<file path="src/hdl/xfer_exec_defs.vh">
`ifndef XFER_EXEC_DEFS_VH
`define XFER_EXEC_DEFS_VH

// =====================================================
// operation codes on the decoded-op port
`define OP_NONE 5'h00
`define OP_TABLE_LOOKUP 5'h01
`define OP_MEM_TO_ACC 5'h02
`define OP_Y_TO_ACC 5'h03
`define OP_ACC_TO_B 5'h04
`define OP_LOAD_EXT 5'h05
`define OP_LOAD_BOOL_SEL 5'h06
`define OP_LOAD_PD_LOW 5'h07
`define OP_LOAD_PD_HIGH 5'h08
`define OP_LOAD_T1_CTRL 5'h09
`define OP_LOAD_T2_CTRL 5'h0a
`define OP_SET_BIT8_EN 5'h0b
`define OP_WDOG_SERVICE 5'h0c
`define OP_SWAP 5'h0d
`define OP_SWAP_DEC 5'h0e
`define OP_SWAP_INC 5'h0f
`define OP_WDOG_EVENT 5'h10

// =====================================================
// field positions and constants
`define ROM_BIT8 8
`define ROM_HI_MSB 7
`define ROM_HI_LSB 4
`define ROM_LO_MSB 3
`define ROM_LO_LSB 0
`define Y_WRAP_DEC 4'hf
`define Y_WRAP_INC 4'h0
`define NIB_ZERO 4'h0
`define NIB_ONE 4'h1
`define EXT_ZERO 8'h00
`define SP_ZERO 2'h0
`define SP_ONE 2'h1
`define PC_ZERO 11'h000
`define X_ZERO 2'h0
`define SEL_ZERO 2'h0
`define T1_ZERO 3'h0
`define J_MSB 1
`define J_LSB 0
`define SEL_MSB 1
`define SEL_LSB 0
`define T1_MSB 2
`define T1_LSB 0
`define SP_WIDTH 2

`endif

</file>
<file path="src/hdl/xfer_stack.v">
`timescale 1ns/10ps
`include "xfer_exec_defs.vh"

// =====================================================
// return stack, flip-flop storage indexed by pointer
module xfer_stack #(
    parameter DEPTH = 4,
    parameter PCW = 11,
    parameter SPW = 2
) (
    input wire clk, // clock
    input wire rst_n, // sync reset
    input wire push, // push pc
    input wire pop, // pop to top
    input wire [PCW-1:0] push_val, // value pushed
    output wire [PCW-1:0] top_val // entry below pointer
);
    reg [PCW-1:0] mem_r [0:DEPTH-1];
    reg [SPW-1:0] sp_r;
    wire [SPW-1:0] sp_dec = sp_r - `SP_ONE;
    assign top_val = mem_r[sp_dec];

    always @(posedge clk) begin
        if (!rst_n) begin
            sp_r <= `SP_ZERO;
        end else if (push) begin
            sp_r <= sp_r + `SP_ONE;
        end else if (pop) begin
            sp_r <= sp_dec;
        end
    end

    genvar i;
    generate
        for (i = 0; i < DEPTH; i = i + 1) begin : g_ent
            always @(posedge clk) begin
                if (!rst_n) begin
                    mem_r[i] <= {PCW{1'h0}};
                end else if (push && sp_r == i) begin
                    mem_r[i] <= push_val;
                end
            end
        end
    endgenerate
endmodule // xfer_stack

</file>
<file path="src/hdl/xfer_exec.v">
`timescale 1ns/10ps
`include "xfer_exec_defs.vh"

// =====================================================
// transfer-group execute unit
module xfer_exec #(
    parameter PCW = 11,
    parameter ROMW = 9,
    parameter PAGEW = 4,
    parameter DEPTH = 4
) (
    input wire CLK, // system clock
    input wire RST_N, // sync reset, low active
    input wire OP_VALID, // one-cycle op strobe
    input wire [4:0] OP_CODE, // decoded operation
    input wire [3:0] OPERAND, // page or j in low bits
    input wire [PCW-1:0] PC_IN, // current pc
    input wire [2:0] TABLE_HIGH_ADDRESS_REG, // d register value
    input wire [3:0] MEM_RDATA, // addressed ram nibble
    input wire [ROMW-1:0] ROM_RDATA, // rom word for ROM_ADDR, same cycle
    output reg [PCW-1:0] ROM_ADDR, // lookup address
    output reg ROM_REQ, // lookup fetch cycle
    output reg [PCW-1:0] PC_RESUME, // popped pc
    output reg PC_LOAD, // pulse: load PC_RESUME
    output reg BUSY, // lookup in progress
    output reg [3:0] MEM_WDATA, // ram write data
    output reg MEM_WE, // ram write pulse
    output reg SKIP, // pulse: skip next instruction
    output reg [3:0] ACC, // accumulator
    output reg [3:0] B_REG, // register b
    output reg [1:0] X_REG, // register x
    output reg [3:0] Y_REG, // register y
    output reg CARRY, // carry flag
    output reg [7:0] EXTENDED_REG, // register e
    output reg [1:0] BOOL_FUNCTION_SELECT, // logic select
    output reg [3:0] PULLDOWN_ENABLE_LOW, // pull-down low
    output reg [3:0] PULLDOWN_ENABLE_HIGH, // pull-down high
    output reg [2:0] TIMER_ONE_CONTROL, // timer one control
    output reg [3:0] TIMER_TWO_CONTROL, // timer two control
    output reg ROM_BIT8_ENABLE_FLAG, // upper rom bit flag
    output reg WATCHDOG_FLAG_ONE // watchdog flag one
);
    // =====================================================
    // lookup sequencer states, one-hot
    localparam S_IDLE = 3'h1;
    localparam S_FETCH = 3'h2;
    localparam S_POP = 3'h4;

    reg [2:0] state_r;
    reg [2:0] state_nxt;
    wire [PCW-1:0] top_val;
    wire in_fetch = (state_r == S_FETCH);
    wire in_pop = (state_r == S_POP);
    // an op is refused while a lookup still owns the datapath
    wire go = OP_VALID && state_r == S_IDLE;

    // =====================================================
    // one decode line per accepted operation
    wire do_lookup = go && OP_CODE == `OP_TABLE_LOOKUP;
    wire do_mem_to_acc = go && OP_CODE == `OP_MEM_TO_ACC;
    wire do_y_to_acc = go && OP_CODE == `OP_Y_TO_ACC;
    wire do_acc_to_b = go && OP_CODE == `OP_ACC_TO_B;
    wire do_load_ext = go && OP_CODE == `OP_LOAD_EXT;
    wire do_bool_sel = go && OP_CODE == `OP_LOAD_BOOL_SEL;
    wire do_pd_low = go && OP_CODE == `OP_LOAD_PD_LOW;
    wire do_pd_high = go && OP_CODE == `OP_LOAD_PD_HIGH;
    wire do_t1_ctrl = go && OP_CODE == `OP_LOAD_T1_CTRL;
    wire do_t2_ctrl = go && OP_CODE == `OP_LOAD_T2_CTRL;
    wire do_set_bit8 = go && OP_CODE == `OP_SET_BIT8_EN;
    wire do_wdog_service = go && OP_CODE == `OP_WDOG_SERVICE;
    wire do_wdog_event = go && OP_CODE == `OP_WDOG_EVENT;
    wire do_swap_plain = go && OP_CODE == `OP_SWAP;
    wire do_swap_dec = go && OP_CODE == `OP_SWAP_DEC;
    wire do_swap_inc = go && OP_CODE == `OP_SWAP_INC;
    wire do_swap = do_swap_plain || do_swap_dec || do_swap_inc;
    wire do_x_update = do_mem_to_acc || do_swap;

    // =====================================================
    // datapath helpers
    wire [3:0] y_dec = Y_REG - `NIB_ONE;
    wire [3:0] y_inc = Y_REG + `NIB_ONE;
    wire [1:0] op_j = OPERAND[`J_MSB:`J_LSB];
    wire [PCW-1:0] look_addr = {OPERAND[PAGEW-1:0], TABLE_HIGH_ADDRESS_REG, ACC};

    // =====================================================
    // return stack: push in lookup cycle 0, pop in cycle 2
    xfer_stack #(.DEPTH(DEPTH), .PCW(PCW), .SPW(`SP_WIDTH)) u_stack (
        .clk(CLK),
        .rst_n(RST_N),
        .push(do_lookup),
        .pop(in_pop),
        .push_val(PC_IN),
        .top_val(top_val)
    );

    // =====================================================
    // lookup sequencer
    always @* begin
        case (state_r)
            S_IDLE: state_nxt = do_lookup ? S_FETCH : S_IDLE;
            S_FETCH: state_nxt = S_POP;
            S_POP: state_nxt = S_IDLE;
            default: state_nxt = S_IDLE;
        endcase
    end

    always @(posedge CLK) begin
        if (!RST_N) begin
            state_r <= S_IDLE;
            ROM_REQ <= 1'h0;
            BUSY <= 1'h0;
        end else begin
            state_r <= state_nxt;
            ROM_REQ <= do_lookup;
            BUSY <= do_lookup || in_fetch;
        end
    end

    always @(posedge CLK) begin
        if (!RST_N) begin
            ROM_ADDR <= `PC_ZERO;
        end else if (do_lookup) begin
            ROM_ADDR <= look_addr;
        end
    end

    // the popped pc is handed out with a one-cycle load pulse
    always @(posedge CLK) begin
        if (!RST_N) begin
            PC_RESUME <= `PC_ZERO;
            PC_LOAD <= 1'h0;
        end else begin
            PC_LOAD <= in_pop;
            if (in_pop) begin
                PC_RESUME <= top_val;
            end
        end
    end

    // =====================================================
    // accumulator, B and carry
    // rom data is combinational, so it is taken in the fetch cycle while ROM_REQ is high
    always @(posedge CLK) begin
        if (!RST_N) begin
            ACC <= `NIB_ZERO;
        end else if (in_fetch) begin
            ACC <= ROM_RDATA[`ROM_LO_MSB:`ROM_LO_LSB];
        end else if (do_mem_to_acc || do_swap) begin
            ACC <= MEM_RDATA;
        end else if (do_y_to_acc) begin
            ACC <= Y_REG;
        end
    end

    always @(posedge CLK) begin
        if (!RST_N) begin
            B_REG <= `NIB_ZERO;
        end else if (in_fetch) begin
            B_REG <= ROM_RDATA[`ROM_HI_MSB:`ROM_HI_LSB];
        end else if (do_acc_to_b) begin
            B_REG <= ACC;
        end
    end

    // carry moves only on a lookup with the bit-8 flag set; plain transfers leave it alone
    always @(posedge CLK) begin
        if (!RST_N) begin
            CARRY <= 1'h0;
        end else if (in_fetch && ROM_BIT8_ENABLE_FLAG) begin
            CARRY <= ROM_RDATA[`ROM_BIT8];
        end
    end

    // =====================================================
    // ram pointer registers and skip
    always @(posedge CLK) begin
        if (!RST_N) begin
            X_REG <= `X_ZERO;
        end else if (do_x_update) begin
            X_REG <= X_REG ^ op_j;
        end
    end

    always @(posedge CLK) begin
        if (!RST_N) begin
            Y_REG <= `NIB_ZERO;
            SKIP <= 1'h0;
        end else begin
            SKIP <= 1'h0;
            if (do_swap_dec) begin
                Y_REG <= y_dec;
                SKIP <= (y_dec == `Y_WRAP_DEC);
            end else if (do_swap_inc) begin
                Y_REG <= y_inc;
                SKIP <= (y_inc == `Y_WRAP_INC);
            end
        end
    end

    // the old accumulator goes back to ram in the cycle after the nibble comes in, with MEM_WE registered
    always @(posedge CLK) begin
        if (!RST_N) begin
            MEM_WDATA <= `NIB_ZERO;
            MEM_WE <= 1'h0;
        end else begin
            MEM_WE <= do_swap;
            if (do_swap) begin
                MEM_WDATA <= ACC;
            end
        end
    end

    // =====================================================
    // control registers loaded from the accumulator; E takes B and the accumulator
    always @(posedge CLK) begin
        if (!RST_N) begin
            EXTENDED_REG <= `EXT_ZERO;
        end else if (do_load_ext) begin
            EXTENDED_REG <= {B_REG, ACC};
        end
    end

    always @(posedge CLK) begin
        if (!RST_N) begin
            BOOL_FUNCTION_SELECT <= `SEL_ZERO;
        end else if (do_bool_sel) begin
            BOOL_FUNCTION_SELECT <= ACC[`SEL_MSB:`SEL_LSB];
        end
    end

    always @(posedge CLK) begin
        if (!RST_N) begin
            PULLDOWN_ENABLE_LOW <= `NIB_ZERO;
        end else if (do_pd_low) begin
            PULLDOWN_ENABLE_LOW <= ACC;
        end
    end

    always @(posedge CLK) begin
        if (!RST_N) begin
            PULLDOWN_ENABLE_HIGH <= `NIB_ZERO;
        end else if (do_pd_high) begin
            PULLDOWN_ENABLE_HIGH <= ACC;
        end
    end

    always @(posedge CLK) begin
        if (!RST_N) begin
            TIMER_ONE_CONTROL <= `T1_ZERO;
        end else if (do_t1_ctrl) begin
            TIMER_ONE_CONTROL <= ACC[`T1_MSB:`T1_LSB];
        end
    end

    always @(posedge CLK) begin
        if (!RST_N) begin
            TIMER_TWO_CONTROL <= `NIB_ZERO;
        end else if (do_t2_ctrl) begin
            TIMER_TWO_CONTROL <= ACC;
        end
    end

    // =====================================================
    // status flags
    // the bit-8 flag is sticky: only reset clears it
    always @(posedge CLK) begin
        if (!RST_N) begin
            ROM_BIT8_ENABLE_FLAG <= 1'h0;
        end else if (do_set_bit8) begin
            ROM_BIT8_ENABLE_FLAG <= 1'h1;
        end
    end

    // one op arrives per cycle, so set and service cannot meet; the set is ranked first anyway
    always @(posedge CLK) begin
        if (!RST_N) begin
            WATCHDOG_FLAG_ONE <= 1'h0;
        end else if (do_wdog_event) begin
            WATCHDOG_FLAG_ONE <= 1'h1;
        end else if (do_wdog_service) begin
            WATCHDOG_FLAG_ONE <= 1'h0;
        end
    end
endmodule // xfer_exec

</file>
<file path="config.mk">
export PLATFORM = sky130hd
export DESIGN_NAME = xfer_exec
export DESIGN_NICKNAME = d
export VERILOG_FILES = /design/src/hdl/xfer_stack.v /design/src/hdl/xfer_exec.v
export VERILOG_INCLUDE_DIRS = /design/src /design/src/hdl
export SDC_FILE = /design/constraint.sdc
export NUM_CORES = 1
export LEC_CHECK = 0
export ABC_CLOCK_PERIOD_IN_PS = 3100
export BUFFER_PORTS_ARGS = -buffer_cell sky130_fd_sc_hd__clkbuf_2
export CAP_MARGIN = 20
export CELL_PAD_IN_SITES_DETAIL_PLACEMENT = 1
export CELL_PAD_IN_SITES_GLOBAL_PLACEMENT = 2
export CORE_MARGIN = 2
export CORE_UTILIZATION = 35
export DETAILED_ROUTE_END_ITERATION = 10
export GPL_TIMING_DRIVEN = 1
export PLACE_DENSITY = 0.86
export SLEW_MARGIN = 30
export SYNTH_ARGS = -nofsm -noshare
export SYNTH_HDL_FRONTEND = slang
export SYNTH_SLANG_ARGS = --single-unit
</file>
<file path="constraint.sdc">
create_clock -name CLK -period 3.1 [get_ports CLK]
set_input_delay 0.465 -clock CLK [delete_from_list [all_inputs] [get_ports CLK]]
set_output_delay 0.465 -clock CLK [all_outputs]
set_load 0.02 [all_outputs]
</file>
==> flow_summary.ini, run 1 <==
[yosys]
synth.distinct_cells = 49
asyncSetResetFlopFracSynth_pct = 0
synth.area.top_cells = dfxtp_1, edfxtp_1, mux2i_1, mux4_2, and3_1
synth_area_leader_cell = dfxtp_1
post-synth-top-area-fraction_pct = 29.0
yosys_most_used_dff = dfxtp_1
synth.yosys.seq_area_share_pct = 53.6
syn_nets = 550
synth_most_common_cell = dfxtp_1
post_synth_inst_count = 504
synth-warning-count = 0
number_of_synthesized_register_bits = 122
synth.avg_cell_area_um2 = 10.7
synth-edff-count = 44
post_synth_top_cells = dfxtp_1, nand2_1, nor2_1
syn-cell-area_um2 = 5380

[clock_tree]
clockRootBuffer = clkbuf_16
cts_buffers = 17
clk_transition_reported_paths_ns = 0.06
insertion_delay_ns = 0.41
cts_resized = 0
htreeDepth = 4
cts_tree = yes
tritoncts_num_sinks = 122
cts.path.max_buffers = 2
post_cts_repair_timing_setup_buffer_count = 0
cts_hold_buf = 0

[worst_hold_path]
min-delay-path-class = input pin to register
min_delay_path_depth = 3

[sta]
max_slew_margin_pct = 42.0
timing_hold_violations_final = 0
fin_crit_period_ns = 2.29
timing.final.crit_share_pct = 73.9
tightestPinTransition_ns = 0.868
setup_violations = 0
grt_setup_unrepaired = false
final_max_slew_viol_count = 0
timing.setup.tns_ns = 0
timing.clock.skew_ns = 0.00570
fmax_ghz = 0.437

[layout]
final-instance-count-excl-fill = 804
share_of_post_route_cells_with_drive_strength_above_1_pct = 28.1
design.final.nets = 650
antenna_cells_inserted = 0
design_area_um2 = 6640
areaGrowthSynthToFinish_pct = 23.5

[floorplan]
die_h_um = 128
io-pin-count = 112
std_cell_rows = 45
dieArea_um2 = 16400
initial_utilization_pct = 35.6
coreArea_um2 = 15100
die_width_um = 128

[detailed_routing]
dr_wl_met2_um = 7400
drc_errors = 0
postRouteAntennaNets = 0
num_vias = 4137
detail_route.wl_per_cell_um = 18.0
wl_met1_um = 6260
detailedRoute.firstPassIterationCount = 7
via_per_inst = 5.15
dr.first_iter.drc_count = 242
routed_wl_um = 14500
routed.top_layer = met4
wl_met3_um = 647

[worst_setup_path]
critPathCaptureType = register
crit_fanout = 12
cp_slowest_cell = and4bb_1
crit_buf_inv = 0
timing_worst_setup_path_type = register to register
critPathArrivalTime_ns = 2.34
cpPeakStageDelay_ns = 0.55
cpMostUsedCell = nand2_1
worstSetupStartpointType = register
timing.critical_path.cells = and4bb_1 -> and3_1 -> nand2_1 -> nand2_1
worstSetupPathDepth = 4
critPathRequiredTime_ns = 3.15
length_in_cells_of_the_worst_reg_to_reg_path = 4
cp_top_family = simple AND/OR/NAND/NOR gates

[global_route]
grt_pass1_wl_um = 23300
antenna_found_initial = 0
grt_overflow_total = 0
first_global_vias = 4525
grt_util_all_layers_pct = 18.6
grt_start_max_net_pins = 40

[pwr]
power.combinational.fraction_pct = 4.5
share_clk_of_total_power_pct = 50.9
max-vdd-ir-drop_v = 0.000404
power_leakage_nw = 2.86
seq_power_share_pct = 44.6
power.share.switching_pct = 22.6
pwr_density_cell_nw_per_um2 = 571
cell_internal_pwr_mw = 2.94
report.power.total_mw = 3.79
netSwitchingPower_uw = 857

[placed_design]
placed_cells = 773
placed_area_um2 = 6050
io_buffers = 111
place.detailed.hpwl_um = 10400
gp_congestion = 0.790

[run]
maxCapViolCount = 0

[run_status]
outcome = complete, no violations
[worst min-delay path, stage by stage]
cell,delay [ns]
clkbuf_2,0.08
nand2_1,0.05
a21oi_1,0.05
[metrics by stage]
step / hold WS, ns / setup slack (ns) / util, %
floorplan: 0.499 / 0.558 / -
global placement: 0.446 / 0.690 / 40.1
detailed placement: 0.448 / 0.599 / 40.1
CTS: 0.260 / 0.787 / 44.0
global route: 0.265 / 0.573 / 44.0
finish: 0.281 / 0.810 / 44.0
[registers in the layout (all words and copies together) (netlist names), 8 cells and up]
name           cells
PC_RESUME         11
EXTENDED_REG       8
ROM_ADDR          11
u_stack.mem_r     44
[area by class of cell]
type | instances | area (µm²)
Timing Repair Buffer | 119 | 616
Clock inverter | 11 | 108
Clock buffer | 20 | 478
Fill cell | 1672 | 8450
Multi-Input combinational cell | 333 | 2280
Inverter | 11 | 41.3
Sequential cell | 122 | 2880
Tap cell | 188 | 235
[kinds of logic after synthesis]
family / after synthesis / share of synthesized area [%]
simple gates: 202 / 20.1
flops: 122 / 53.6
compound gates: 72 / 8.52
buf+inv: 49 / 4.00
mux: 46 / 11.1
fa+ha+maj: 7 / 1.63
xor+xnor: 6 / 0.977
[layout by cell type (no fill, tap or decap), drive strengths merged, types with 15 or more instances in the layout]
cell type	count
a21oi	33
and3	36
clkbuf	131
dfxtp	78
edfxtp	44
inv	17
mux2i	35
nand2	59
nand3	15
nor2	46
[power by group through the flow]
| stage | clock (mW) | sequential (mW) | combinational (mW) |
|---|---|---|---|
| detailed placement | 0 | 1.73 | 0.169 |
| CTS | 1.98 | 1.69 | 0.171 |
| global route | 2.05 | 1.69 | 0.186 |
| global placement | 0 | 1.73 | 0.163 |
| floorplan | 0 | 1.72 | 0.103 |
| finish | 1.93 | 1.69 | 0.170 |
[worst paths after layout]
check / start / end / slack (ns)
setup / recovery: state_r[0] / u_stack.mem_r[3][1] / 0.81
hold / removal: TABLE_HIGH_ADDRESS_REG[1] / ROM_ADDR[5] / 0.28
setup reg to reg: state_r[0] / u_stack.mem_r[3][1] / 0.81
hold reg to reg: PC_RESUME[4] / PC_RESUME[4] / 0.46
[per-layer routing]
metal / track usage [%] / up-vias
li1: - / 2001
met1: 22.3 / 2003
met2: 31.9 / 115
met3: 4.80 / 18
met4: 7.56 / 0
met5: 0 / -
Note: power is estimated with default switching activity, not from simulation.
==> inputs of run 2 (changes only) <==
--- a/config.mk
+++ b/config.mk
@@ -6,7 +6,7 @@
 export SDC_FILE = /design/constraint.sdc
 export NUM_CORES = 1
 export LEC_CHECK = 0
-export ABC_CLOCK_PERIOD_IN_PS = 3100
+export ABC_CLOCK_PERIOD_IN_PS = 2290
 export BUFFER_PORTS_ARGS = -buffer_cell sky130_fd_sc_hd__clkbuf_2
 export CAP_MARGIN = 20
 export CELL_PAD_IN_SITES_DETAIL_PLACEMENT = 1
==> constraint.sdc (replaced) <==
create_clock -name CLK -period 2.29 [get_ports CLK]
set_input_delay 0.3435 -clock CLK [delete_from_list [all_inputs] [get_ports CLK]]
set_output_delay 0.3435 -clock CLK [all_outputs]
set_load 0.02 [all_outputs]
==> flow_summary.ini, run 2 (same netlist as run 1, synthesis figures left out) <==
[run_status]
outcome = complete, no violations

[clock_tree]
insertion_delay_ns = 0.43
htreeDepth = 4
clockRootBuffer = clkbuf_16
cts_resized = 0
clk_transition_reported_paths_ns = 0.06
cts.path.max_buffers = 2
cts_tree = yes
cts_hold_buf = 0
cts_buffers = 17
post_cts_repair_timing_setup_buffer_count = 0
tritoncts_num_sinks = 122

[layout]
final_common_cell = clkbuf_2
share_of_post_route_cells_with_drive_strength_above_1_pct = 29.8
layout_top_registers = u_stack.mem_r x44, PC_RESUME x11, ROM_ADDR x11
areaGrowthSynthToFinish_pct = 26.2
layout.cells.most_common_list = clkbuf_2, dfxtp_1, nand2_1
antenna_cells_inserted = 0
regMostFlops = u_stack.mem_r
n_fill_cell = 1687
number_of_flip_flops_in_the_largest_register = 44
sequential_cell_area_um2 = 2880
design.final.nets = 664
multi_input_area_um2 = 2280

[detailed_routing]
drc_errors = 0
routed_wl_um = 15200
detailedRoute.firstPassIterationCount = 4
dr.first_iter.drc_count = 240
via_per_inst = 5.20
postRouteAntennaNets = 0
num_vias = 4262
detail_route.wl_per_cell_um = 18.6

[global_route]
first_global_vias = 4439
grt_util_all_layers_pct = 19.5
grt_start_max_net_pins = 50
grt_pass1_wl_um = 24000
grt_overflow_total = 0
antenna_found_initial = 0

[worst_setup_path]
critPathRequiredTime_ns = 2.57
start_point_of_the_critical_path = Y_REG[1]
crit_fanout = 11
timing_worst_setup_path_type = register to register
worstSetupStartpointType = register
critPathCaptureType = register
critPathArrivalTime_ns = 2.39
worst_r2r_startpoint = Y_REG[1]

[floorplan]
initial_utilization_pct = 35.6
io-pin-count = 112
die_width_um = 128
dieArea_um2 = 16400
std_cell_rows = 45
coreArea_um2 = 15100
die_h_um = 128

[placed_design]
gp_congestion = 0.824
dp_slack_ns = 0.206
io_buffers = 111
place.detailed.hpwl_um = 10900

[sta]
setup_violations = 0
timing.final.crit_share_pct = 91.9
finalHoldWorstSlack_ns = 0.131
grt_setup_unrepaired = false
fin_crit_period_ns = 2.11
final_max_slew_viol_count = 0
max_slew_margin_pct = 63.5
timing.setup.tns_ns = 0
fmax_ghz = 0.475
tightestPinTransition_ns = 0.545
timing_hold_violations_final = 0
timing.clock.skew_ns = 0.00840
crit_path_setup_slack_layout_ns = 0.185

[pwr]
power_leakage_nw = 2.96
max-vdd-ir-drop_v = 0.000562
pwr_density_cell_nw_per_um2 = 780
report.power.total_mw = 5.29

[run]
maxCapViolCount = 0

[worst_hold_path]
min-delay-path-class = input pin to register
hold_path.startpoint = OPERAND[3]
-- run 2: final cells by class --
| cell class | count | area share (%) |
|---|---|---|
| clock buffer | 19 | 7.01 |
| multi-input combinational | 333 | 33.6 |
| sequential | 122 | 42.5 |
| inverter | 11 | 0.609 |
| timing repair buffer | 133 | 10.8 |
| clock inverter | 13 | 2.01 |
| tap | 188 | 3.47 |
-- run 2: final timing paths --
path                                      to  slack, ns  cells after the start
worst min register to register   ROM_ADDR[2]       0.46                      2
worst max-delay path                    SKIP       0.18                      5
worst min-delay path            ROM_ADDR[10]       0.13                      3
worst max register to register          SKIP       0.18                      5
-- run 2: report_power, final --
part / internal (mW) / switching, mW
Sequential: 2.27 / 0.0158
Clock: 1.73 / 1.02
Combinational: 0.0881 / 0.158
Total: 4.09 / 1.20
-- run 2: per-layer routing --
layer  GRT usage, %  wire, µm  vias up
met2           32.6      7530       98
met4           8.08       333        0
met5              0         0        -
met3           5.59       598       25
li1               -         -     2035
met1           23.5      6760     2104
-- run 2: per-stage QoR --
stage	cells	instance area, µm²	util (%)
after floorplan	504	5380	-
after global placement	787	6170	40.9
after detailed placement	787	6170	40.9
after CTS	819	6780	45.0
after global routing	819	6780	45.0
final	819	6780	45.0
-- run 2: worst max-delay path, stage by stage, from the launching register on --
cell	delay (ns)
dfxtp_1	0.55
ha_1	0.26
and2_1	0.18
nand3_1	0.09
a2111o_1	0.42
a2111oi_0	0.46
==> inputs of run 3 (changes only) <==
--- a/config.mk
+++ b/config.mk
@@ -8,9 +8,10 @@
 export LEC_CHECK = 0
 export ABC_CLOCK_PERIOD_IN_PS = 2290
 export BUFFER_PORTS_ARGS = -buffer_cell sky130_fd_sc_hd__clkbuf_2
-export CAP_MARGIN = 20
+export CAP_MARGIN = 10
 export CELL_PAD_IN_SITES_DETAIL_PLACEMENT = 1
 export CELL_PAD_IN_SITES_GLOBAL_PLACEMENT = 2
+export CORE_ASPECT_RATIO = 1.25
 export CORE_MARGIN = 2
 export CORE_UTILIZATION = 35
 export DETAILED_ROUTE_END_ITERATION = 10
==> flow_summary.ini, run 3 (same netlist as run 1, synthesis figures left out) <==
[run_status]
outcome = complete, no violations

[pwr]
report.power.total_mw = 5.16
power.share.switching_pct = 23.2
power_leakage_nw = 2.91
pwr_density_cell_nw_per_um2 = 766
netSwitchingPower_mw = 1.20
seq_power_share_pct = 44.4
share_clk_of_total_power_pct = 50.9
max-vdd-ir-drop_v = 0.000601
power.combinational.fraction_pct = 4.8
cell_internal_pwr_mw = 3.96

[floorplan]
die_width_um = 115
die_h_um = 143
coreArea_um2 = 15000
io-pin-count = 112
initial_utilization_pct = 35.8
dieArea_um2 = 16400
std_cell_rows = 50

[clock_tree]
cts_tree = yes
cts.path.max_buffers = 2
clockRootBuffer = clkbuf_16
cts_hold_buf = 0
tritoncts_num_sinks = 122
htreeDepth = 4
post_cts_repair_timing_setup_buffer_count = 0
clk_transition_reported_paths_ns = 0.06
cts_buffers = 17
insertion_delay_ns = 0.43

[worst_setup_path]
critPathCaptureType = register
timing.critical_path.cells = ha_1 -> and2_1 -> nand3_1 -> a2111o_1 -> a2111oi_1
timing_worst_setup_path_type = register to register
cpPeakStageDelay_ns = 0.56
critPathArrivalTime_ns = 2.34
cp_slowest_cell = a2111oi_1
crit_fanout = 11
critPathRequiredTime_ns = 2.56
cp_top_family = compound AO/OA/AOI/OAI gates
crit_buf_inv = 0
worstSetupStartpointType = register

[layout]
number_of_flip_flops_in_the_largest_register = 44
design.final.nets = 663
final_common_cell = clkbuf_2
layout.cells.most_common_list = clkbuf_2, dfxtp_1, nand2_1
share_of_post_route_cells_with_drive_strength_above_1_pct = 29.7
n_fill_cell = 1697
regMostFlops = u_stack.mem_r
antenna_cells_inserted = 0
areaGrowthSynthToFinish_pct = 25.3
layout_top_registers = u_stack.mem_r x44, PC_RESUME x11, ROM_ADDR x11

[placed_design]
io_buffers = 111
gp_congestion = 0.819
place.detailed.hpwl_um = 10900

[detailed_routing]
num_vias = 4245
detailedRoute.firstPassIterationCount = 4
drc_errors = 0
via_per_inst = 5.23
dr.first_iter.drc_count = 221
detail_route.wl_per_cell_um = 19.0
postRouteAntennaNets = 0
routed_wl_um = 15400

[global_route]
grt_overflow_total = 0
grt_start_max_net_pins = 35
grt_pass1_wl_um = 24400
grt_util_all_layers_pct = 19.7
antenna_found_initial = 0
first_global_vias = 4532

[worst_hold_path]
min-delay-path-class = input pin to register

[sta]
final_max_slew_viol_count = 0
finalHoldWorstSlack_ns = 0.142
timing_hold_violations_final = 0
tightestPinTransition_ns = 0.709
setup_violations = 0
timing.setup.tns_ns = 0
grt_setup_unrepaired = false
fin_crit_period_ns = 2.08
max_slew_margin_pct = 52.4
timing.final.crit_share_pct = 90.6
timing.clock.skew_ns = 0.0123
fmax_ghz = 0.482

[run]
maxCapViolCount = 0
## run 3: changes by cell type in the layout (fill, tap and decap cells not counted), moves of 2 or more
cell,change
clkinv_2,-2
dfxtp_1,-2
clkbuf_16,-2
clkinvlp_4,+4
dfxtp_2,+2
inv_4,-2
## run 3: per-layer routing
layer	part of all wire (%)	up-vias	global-route usage, %
met4	2.0	0	6.66
met1	40	2093	21.5
met5	0	-	0
met3	3.9	26	5.79
met2	54	100	36.3
li1	-	2026	-
## run 3: layout make-up
type	instances	area (µm²)	area share (%)
Inverter	11	41.3	0.613
Clock buffer	18	429	6.37
Tap cell	182	228	3.38
Sequential cell	122	2890	42.8
Multi-Input combinational cell	333	2280	33.8
Timing Repair Buffer	132	726	10.8
Clock inverter	14	148	2.19
## run 3: what timing repair did
| action | 4_1_cts | 5_1_grt |
|---|---|---|
| endpoints found under the hold margin | 0 | 0 |
| resized for setup | 1 | 2 |
| setup endpoints to repair | 1 | 1 |
## run 3: power groups by stage
stage	Clock (mW)	Combinational, mW	Sequential, mW
floorplan	0	0.139	2.33
global placement	0	0.238	2.33
detailed placement	0	0.246	2.34
CTS	2.67	0.248	2.29
global route	2.77	0.269	2.29
finish	2.63	0.245	2.29
## run 3: worst min-delay path, cell delays in order
cell and delay (ns):
clkbuf_2 0.08, nand2_1 0.04, a21oi_1 0.05
## run 3: metrics by stage
stage	cell area, µm²	utilization, %	instances	worst slack [ns]
floorplan	5380	-	504	0.0907
global placement	6160	41.0	780	0.384
detailed placement	6160	41.0	780	0.249
CTS	6730	44.9	812	0.0720
global route	6740	44.9	812	0.0739
finish	6740	44.9	812	0.215
## run 3: path summary, 6_finish.rpt
kind	from	endpoint	slack, ns	depth (start not counted)
max	Y_REG[0]	SKIP	0.21	5
min reg2reg	ROM_ADDR[3]	ROM_ADDR[3]	0.46	2
min	OPERAND[3]	ROM_ADDR[10]	0.14	3
max reg2reg	Y_REG[0]	SKIP	0.21	5
